## src/design/gpio_pkg.sv

```systemverilog
// constants and carriers for the port a block with two pin interrupts
// assumes an 8-bit io bus from the core with single-cycle strobes
package gpio_pkg;
  localparam logic [7:0] edge_select_addr    = 8'h0c;
  localparam logic [7:0] input_enable_addr   = 8'h0d;
  localparam logic [7:0] port_a_data_addr    = 8'h10;
  localparam logic [7:0] port_a_dir_addr     = 8'h11;
  localparam logic [7:0] port_a_pull_up_addr = 8'h12;
  localparam logic [7:0] port_a_pull_dn_addr = 8'h13;
  // interrupt flag/enable bits live in the core's request/enable registers
  localparam logic [7:0] int_request_addr    = 8'h05;
  localparam logic [7:0] int_enable_addr     = 8'h04;

  localparam logic [7:0] data_reset          = 8'h00;
  localparam logic [7:0] dir_reset           = 8'h00;
  localparam logic [7:0] pull_reset          = 8'h00;
  localparam logic [7:0] input_enable_reset  = 8'hf9;
  localparam logic [7:0] input_enable_mask   = 8'hf9;
  localparam logic [3:0] edge_select_reset   = 4'h0;
  localparam logic [7:0] edge_select_mask    = 8'h0f;
  localparam logic [1:0] irq_reset           = 2'h0;

  // field positions
  localparam int pin0_pos   = 0;
  localparam int pin4_pos   = 4;
  localparam int src_a0_pos = 0;  // pin0 / port b pin5 source
  localparam int src_a4_pos = 1;  // pin4 / port b pin0 source
  localparam int sel_a0_lsb = 0;
  localparam int sel_a4_lsb = 2;

  localparam logic [1:0] edge_both    = 2'h0;
  localparam logic [1:0] edge_rising  = 2'h1;
  localparam logic [1:0] edge_falling = 2'h2;

  typedef struct packed {
    logic       wr;
    logic       rd;
    logic [7:0] addr;
    logic [7:0] wdata;
  } io_req_t;

  typedef struct packed {
    logic [7:0] out;
    logic [7:0] oe;
    logic [7:0] pull_up;
    logic [7:0] pull_dn;
    logic [7:0] in_en;
  } pad_ctl_t;
endpackage

```

## src/design/port_a_io.sv

```systemverilog
// port a io block: data, direction, pulls, input enable, two pin interrupts
// assumes a core io bus with one-cycle rd/wr strobes and external pad cells
`timescale 1ns/100ps
`default_nettype none
module port_a_io (
  // clock and reset
  input  wire logic              clock,
  input  wire logic              rst,
  // core io bus
  input  wire gpio_pkg::io_req_t io_req,
  output logic [7:0]             io_rdata,
  // pads
  input  wire logic [7:0]        port_a_pin_in,
  input  wire logic              port_b_pin0,
  input  wire logic              port_b_pin5,
  output gpio_pkg::pad_ctl_t     pad_ctl,
  output logic [7:0]             port_a_input,
  output logic [7:0]             wake_ff,
  // interrupts
  output logic [1:0]             int_req_ff
);
  logic [7:0] data_ff;
  logic [7:0] dir_ff;
  logic [7:0] pull_up_ff;
  logic [7:0] pull_dn_ff;
  logic [7:0] in_en_ff;
  logic [3:0] edge_sel_ff;
  logic [1:0] flag_ff;
  logic [1:0] irq_en_ff;
  logic [7:0] pin_meta_ff;
  logic [7:0] pin_sync_ff;
  logic [7:0] pin_last_ff;
  logic [1:0] pb_meta_ff;
  logic [1:0] pb_sync_ff;
  logic [7:0] rdata_ff;
  logic [7:0] in_ff;
  gpio_pkg::pad_ctl_t pad_ff;
  logic [1:0] hit;
  logic [1:0] src_pin;
  logic [1:0] src_gate;
  logic [1:0] nxt_flag;
  logic [7:0] nxt_rdata;
  logic [7:0] toggled;
  logic       wr_data;
  logic       wr_dir;
  logic       wr_pull_up;
  logic       wr_pull_dn;
  logic       wr_in_en;
  logic       wr_edge_sel;
  logic       wr_irq_en;
  logic       wr_irq_req;

  function automatic logic wr_at(input gpio_pkg::io_req_t r,
                                 input logic [7:0] a);
    wr_at = r.wr & (r.addr == a);
  endfunction

  // shared sources: either pin of a pair can trigger, gated pins drop out;
  // only synchronised levels are combined, so no glitch reaches a detector
  assign src_pin[gpio_pkg::src_a0_pos] =
    (pin_sync_ff[gpio_pkg::pin0_pos] & in_en_ff[gpio_pkg::pin0_pos])
    | pb_sync_ff[gpio_pkg::src_a0_pos];
  assign src_pin[gpio_pkg::src_a4_pos] =
    (pin_sync_ff[gpio_pkg::pin4_pos] & in_en_ff[gpio_pkg::pin4_pos])
    | pb_sync_ff[gpio_pkg::src_a4_pos];
  assign src_gate = 2'h3;

  edge_detect u_edge_a0 (
    .clock (clock),
    .rst   (rst),
    .pin   (src_pin[gpio_pkg::src_a0_pos]),
    .gate  (src_gate[gpio_pkg::src_a0_pos]),
    .sel   (edge_sel_ff[gpio_pkg::sel_a0_lsb +: 2]),
    .hit   (hit[gpio_pkg::src_a0_pos])
  );

  edge_detect u_edge_a4 (
    .clock (clock),
    .rst   (rst),
    .pin   (src_pin[gpio_pkg::src_a4_pos]),
    .gate  (src_gate[gpio_pkg::src_a4_pos]),
    .sel   (edge_sel_ff[gpio_pkg::sel_a4_lsb +: 2]),
    .hit   (hit[gpio_pkg::src_a4_pos])
  );

  // write strobes, one per register
  assign wr_data     = wr_at(io_req, gpio_pkg::port_a_data_addr);
  assign wr_dir      = wr_at(io_req, gpio_pkg::port_a_dir_addr);
  assign wr_pull_up  = wr_at(io_req, gpio_pkg::port_a_pull_up_addr);
  assign wr_pull_dn  = wr_at(io_req, gpio_pkg::port_a_pull_dn_addr);
  assign wr_in_en    = wr_at(io_req, gpio_pkg::input_enable_addr);
  assign wr_edge_sel = wr_at(io_req, gpio_pkg::edge_select_addr);
  assign wr_irq_en   = wr_at(io_req, gpio_pkg::int_enable_addr);
  assign wr_irq_req  = wr_at(io_req, gpio_pkg::int_request_addr);

  // a set arriving with the clear wins so no edge is lost
  assign nxt_flag = wr_irq_req
                  ? ((flag_ff & io_req.wdata[1:0]) | hit)
                  : (flag_ff | hit);

  // edge select and input enable are write-only and read back as zero
  assign nxt_rdata =
      (io_req.addr == gpio_pkg::port_a_data_addr)    ? pin_sync_ff :
      (io_req.addr == gpio_pkg::port_a_dir_addr)     ? dir_ff :
      (io_req.addr == gpio_pkg::port_a_pull_up_addr) ? pull_up_ff :
      (io_req.addr == gpio_pkg::port_a_pull_dn_addr) ? pull_dn_ff :
      (io_req.addr == gpio_pkg::int_request_addr)    ? {6'h00, flag_ff} :
      (io_req.addr == gpio_pkg::int_enable_addr)     ? {6'h00, irq_en_ff} :
      8'h00;

  assign toggled = (pin_sync_ff ^ pin_last_ff) & in_en_ff;

  // synchronisers run through reset so the pin history is settled when
  // reset lifts; meta stages feed only the sync stages
  always_ff @(posedge clock) begin
    pin_meta_ff <= port_a_pin_in;
    pin_sync_ff <= pin_meta_ff;
    pin_last_ff <= pin_sync_ff;
    pb_meta_ff <= {port_b_pin0, port_b_pin5};
    pb_sync_ff <= pb_meta_ff;
  end

  always_ff @(posedge clock) begin
    if (rst) begin
      data_ff <= gpio_pkg::data_reset;
    end else if (wr_data) begin
      data_ff <= io_req.wdata;
    end
  end

  always_ff @(posedge clock) begin
    if (rst) begin
      dir_ff <= gpio_pkg::dir_reset;
    end else if (wr_dir) begin
      dir_ff <= io_req.wdata;
    end
  end

  always_ff @(posedge clock) begin
    if (rst) begin
      pull_up_ff <= gpio_pkg::pull_reset;
    end else if (wr_pull_up) begin
      pull_up_ff <= io_req.wdata;
    end
  end

  always_ff @(posedge clock) begin
    if (rst) begin
      pull_dn_ff <= gpio_pkg::pull_reset;
    end else if (wr_pull_dn) begin
      pull_dn_ff <= io_req.wdata;
    end
  end

  // reserved bits 2:1 are held zero whatever software writes
  always_ff @(posedge clock) begin
    if (rst) begin
      in_en_ff <= gpio_pkg::input_enable_reset;
    end else if (wr_in_en) begin
      in_en_ff <= io_req.wdata & gpio_pkg::input_enable_mask;
    end
  end

  always_ff @(posedge clock) begin
    if (rst) begin
      edge_sel_ff <= gpio_pkg::edge_select_reset;
    end else if (wr_edge_sel) begin
      edge_sel_ff <= io_req.wdata[3:0];
    end
  end

  always_ff @(posedge clock) begin
    if (rst) begin
      irq_en_ff <= gpio_pkg::irq_reset;
    end else if (wr_irq_en) begin
      irq_en_ff <= io_req.wdata[1:0];
    end
  end

  always_ff @(posedge clock) begin
    if (rst) begin
      flag_ff <= gpio_pkg::irq_reset;
      int_req_ff <= gpio_pkg::irq_reset;
    end else begin
      flag_ff <= nxt_flag;
      int_req_ff <= flag_ff & irq_en_ff;
    end
  end

  // registered copies for the pads and the read and input paths
  always_ff @(posedge clock) begin
    if (rst) begin
      wake_ff <= 8'h00;
      rdata_ff <= 8'h00;
      in_ff <= 8'h00;
      pad_ff <= '0;
    end else begin
      wake_ff <= toggled;
      rdata_ff <= io_req.rd ? nxt_rdata : 8'h00;
      in_ff <= pin_sync_ff & in_en_ff;
      pad_ff <= '{out: data_ff, oe: dir_ff, pull_up: pull_up_ff,
                  pull_dn: pull_dn_ff, in_en: in_en_ff};
    end
  end

  assign io_rdata = rdata_ff;
  assign port_a_input = in_ff;
  assign pad_ctl = pad_ff;
endmodule
`default_nettype wire

```

## src/design/edge_detect.sv

```systemverilog
// one interrupt source: edge qualifier on an already synchronised level
// assumes the pin input has passed two flops on clock before it arrives
`timescale 1ns/100ps
`default_nettype none
module edge_detect (
  // clock and reset
  input  wire logic       clock,
  input  wire logic       rst,
  // source
  input  wire logic       pin,
  input  wire logic       gate,
  input  wire logic [1:0] sel,
  // event
  output logic            hit
);
  logic last_ff;
  logic rise;
  logic fall;

  // last_ff has no reset: it tracks a pin idling high through reset,
  // so no false edge appears when reset lifts
  always_ff @(posedge clock) begin
    last_ff <= pin;
  end

  assign rise = pin & ~last_ff;
  assign fall = ~pin & last_ff;

  // reserved select code 11 raises nothing; nothing is raised in reset
  assign hit = gate & ~rst
             & (((sel == gpio_pkg::edge_both) & (rise | fall))
             | ((sel == gpio_pkg::edge_rising) & rise)
             | ((sel == gpio_pkg::edge_falling) & fall));
endmodule
`default_nettype wire

```

## config.mk

```make
export PLATFORM = sky130hd
export DESIGN_NAME = port_a_io
export DESIGN_NICKNAME = d
export VERILOG_FILES = /design/src/design/gpio_pkg.sv /design/src/design/port_a_io.sv /design/src/design/edge_detect.sv
export SDC_FILE = /design/constraint.sdc
export NUM_CORES = 1
export LEC_CHECK = 0
export ABC_CLOCK_PERIOD_IN_PS = 2800
export BUFFER_PORTS_ARGS = -buffer_cell sky130_fd_sc_hd__buf_4
export CORE_MARGIN = 1
export CORE_UTILIZATION = 30
export DETAILED_ROUTE_END_ITERATION = 6
export PLACE_DENSITY = 0.48
export SLEW_MARGIN = 20
export SYNTH_ARGS = -nofsm -noshare
export SYNTH_HDL_FRONTEND = slang
export SYNTH_SLANG_ARGS = --single-unit
```

## constraint.sdc

```tcl
create_clock -name clock -period 2.8 [get_ports clock]
set_input_delay 0.7 -clock clock [delete_from_list [all_inputs] [get_ports clock]]
set_output_delay 0.7 -clock clock [all_outputs]
set_load 0.005 [all_outputs]
```

==> results.cfg <==
[route]
wl_met1_mm = 4.42
wl_met3_um = 536
first_pass_iters = 4
vias = 2864
wl_per_cell_um = 13.7
drc = 0
dr.first_iter.drc_count = 140
met2_length_mm = 4.31
avgViaCountPerCell = 4.18
ant_nets = 0
drt-total-wl_mm = 9.41
top_layer = met4

[floorplan]
die_width_um = 125
start_util_pct = 30.9
die_area_sq_um = 15500
die-height_um = 125
rows = 44
io_pins = 96
core_sq_um = 14600

[worst_hold_path]
hold_path_class = flip-flop to flip-flop
hold-path-cell-count = 0

[setup_path]
endpoint_kind = flip-flop
crit_path_max_fanout = 9
critPathLaunchType = input pin
critical_path_arrival_ps = 2240
critPathKind = input pin to flip-flop
ff2ff_path_depth = 6
crit_required_ps = 3140

[synth]
synthMuxAreaShare_pct = 12.5
yosysUniqueCellTypes = 40
netlist_instances = 392
synth_edf_count = 0
ys_seq_elements = 134
synthAdderAreaFrac_pct = 1.11
yosys.area_share.simple_pct = 15.8
postSynth.asyncResetShare_pct = 0
yosys_warnings = 0
seq_area_frac_synth_pct = 59.5
netlist_area_sq_um = 4510
synth_top_family_by_area = simple AND/OR/NAND/NOR gates
synth_compound_area_share_pct = 4.13
avgSynthCellArea_sq_um = 11.5
synthXorXnorAreaFrac_pct = 1.17
ys.flop_type = dfxtp_1

[global_route]
overflow = 0
grt_pass1_vias = 2934
antenna_found_initial = 0
grt_pass1_wl_mm = 15.1
grt_max_degree = 47
groute.usage.overall_pct = 12.9

[pwr]
p_per_area_nw_per_um2 = 729
switchingPower_uw = 964
combPwrFrac_pct = 4.1
seqPwrFrac_pct = 45.5
p_sw_share_pct = 22.3
peakVddDrop_mv = 0.383
p_leak_uw = 0.00279
power_frac_clock_pct = 50.4
internal-power_uw = 3360

[placement]
place_hpwl_mm = 6.74
place_congestion = 0.750
io_buffers = 89
placed_cell_area_sq_um = 5350

[sta]
finalHoldViolations = 0
max_freq_ghz = 0.528
worstMarginPinSlew_ps = 533
min_period_ps = 1890
rsz0062_at_grt = false
period_share_pct = 67.7
finClkSkew_ps = 5.83
setup-tns-final_ps = 0
maxSlewViolCount = 0
slew_headroom_pct = 64.3
setup_viol = 0
whs_ps = 326

[cts]
cts_setup_buffers = 0
cts.reportedPaths.clkPinSlew_ps = 60
insertion_delay_ps = 410
cts_hold_buf = 0
cts_root_buf = clkbuf_16
cts_buffer_depth = 2
tritoncts = done
numCtsBuffers = 17
ctsHtreeMaxLevel = 4
clkSinkCount = 134
cts_resized = 0

[cells_and_area]
layout_commonest_cell = dfxtp_1
finalInstanceArea_sq_um = 5930
fin_nets = 522
drive_gt1_share_pct = 26.7
layout_common_cells = 134 x dfxtp_1, 93 x buf_4, 52 x mux2i_1
antenna_cells = 0
area_growth_pct = 31.5

[run_status]
status = finished, final reports clean

[run]
drv_cap = 0
## power by group through the flow
stage | Combinational [uW] | Sequential [uW] | Clock [uW]
6_report | 177 | 1970 | 2180
5_1_grt | 195 | 1970 | 2320
4_1_cts | 181 | 1970 | 2230
3_5_place_dp | 181 | 2010 | 0
3_3_place_gp | 179 | 2010 | 0
2_1_floorplan | 99.6 | 2010 | 0
## per-stage QoR
step / utilization, % / std cells / total power (uW) / setup slack (ps)
final: 40.7 / 685 / 4330 / 905
after global routing: 40.7 / 685 / 4490 / 806
after CTS: 40.7 / 685 / 4390 / 900
after detailed placement: 36.7 / 653 / 2190 / 444
after global placement: 36.7 / 653 / 2190 / 504
after floorplan: - / 397 / 2110 / 620
## synth_stat cells, types with 2 or more instances
cell / count / area share (%)
nand3_1: 2 / 0.22
o211a_1: 5 / 1.1
xor2_1: 6 / 1.2
o41ai_1: 2 / 0.39
ha_1: 4 / 1.1
buf_2: 3 / 0.33
a21oi_1: 3 / 0.33
a21o_1: 2 / 0.33
nand3b_1: 3 / 0.50
nand2b_1: 49 / 6.8
nor3_1: 3 / 0.33
nor3_4: 2 / 0.72
buf_4: 6 / 1.0
dfxtp_1: 134 / 59
mux2i_1: 52 / 12
nor2_1: 16 / 1.3
a2bb2oi_1: 6 / 1.2
clkbuf_1: 11 / 0.92
or2_2: 2 / 0.28
nor2b_1: 7 / 0.97
mux4_2: 2 / 1.0
inv_1: 38 / 3.2
and2_1: 13 / 1.8
nand2_1: 4 / 0.33
a31oi_1: 2 / 0.28
## routing by layer
metal	global-route usage, %	up-vias
li1	-	1476
met1	16.0	1312
met2	19.6	67
met3	4.98	9
met4	6.17	0
met5	0	-
## path summary, 6_finish.rpt
check	startpoint	endpoint	slack [ps]
hold / removal	pin_meta_ff[0]	pin_sync_ff[0]	330
hold reg to reg	pin_meta_ff[0]	pin_sync_ff[0]	330
setup / recovery	io_req[13]	pull_dn_ff[5]	910
setup reg to reg	pin_sync_ff[4]	flag_ff[1]	1260
## state kept, by name (all words and copies together) (netlist names)
signal	count
pin_meta_ff	8
int_req_ff	2
u_edge_a0.last_ff	1
flag_ff	2
pad_ctl	38
dir_ff	8
pb_meta_ff	2
pull_up_ff	8
u_edge_a4.last_ff	1
data_ff	8
io_rdata	8
pin_last_ff	6
in_en_ff	6
irq_en_ff	2
edge_sel_ff	4
port_a_input	6
wake_ff	6
pull_dn_ff	8
pin_sync_ff	8
pb_sync_ff	2
## cells by family (layout without fill, tap and decap cells)
family          Yosys count  after routing
compound gates           23             23
xor+xnor                  6              6
fa+ha+maj                 4              4
buf+inv                  59            163
flops                   134            134
mux                      54             54
other cells               1              6
simple gates            111            111
## worst max-delay path: stages
cell,delay (ps)
buf_4,120
or4_4,650
nor3_4,530
mux2i_1,240
## cell type report
type | count | area (sq um)
clock inverters | 14 | 151
multi-input cells | 204 | 1600
inverters | 38 | 143
repair buffers | 93 | 698
flip-flops and latches | 134 | 2680
well taps | 184 | 230
fillers | 1423 | 8660
clock buffers | 18 | 429
(Power assumes the default switching activity.)
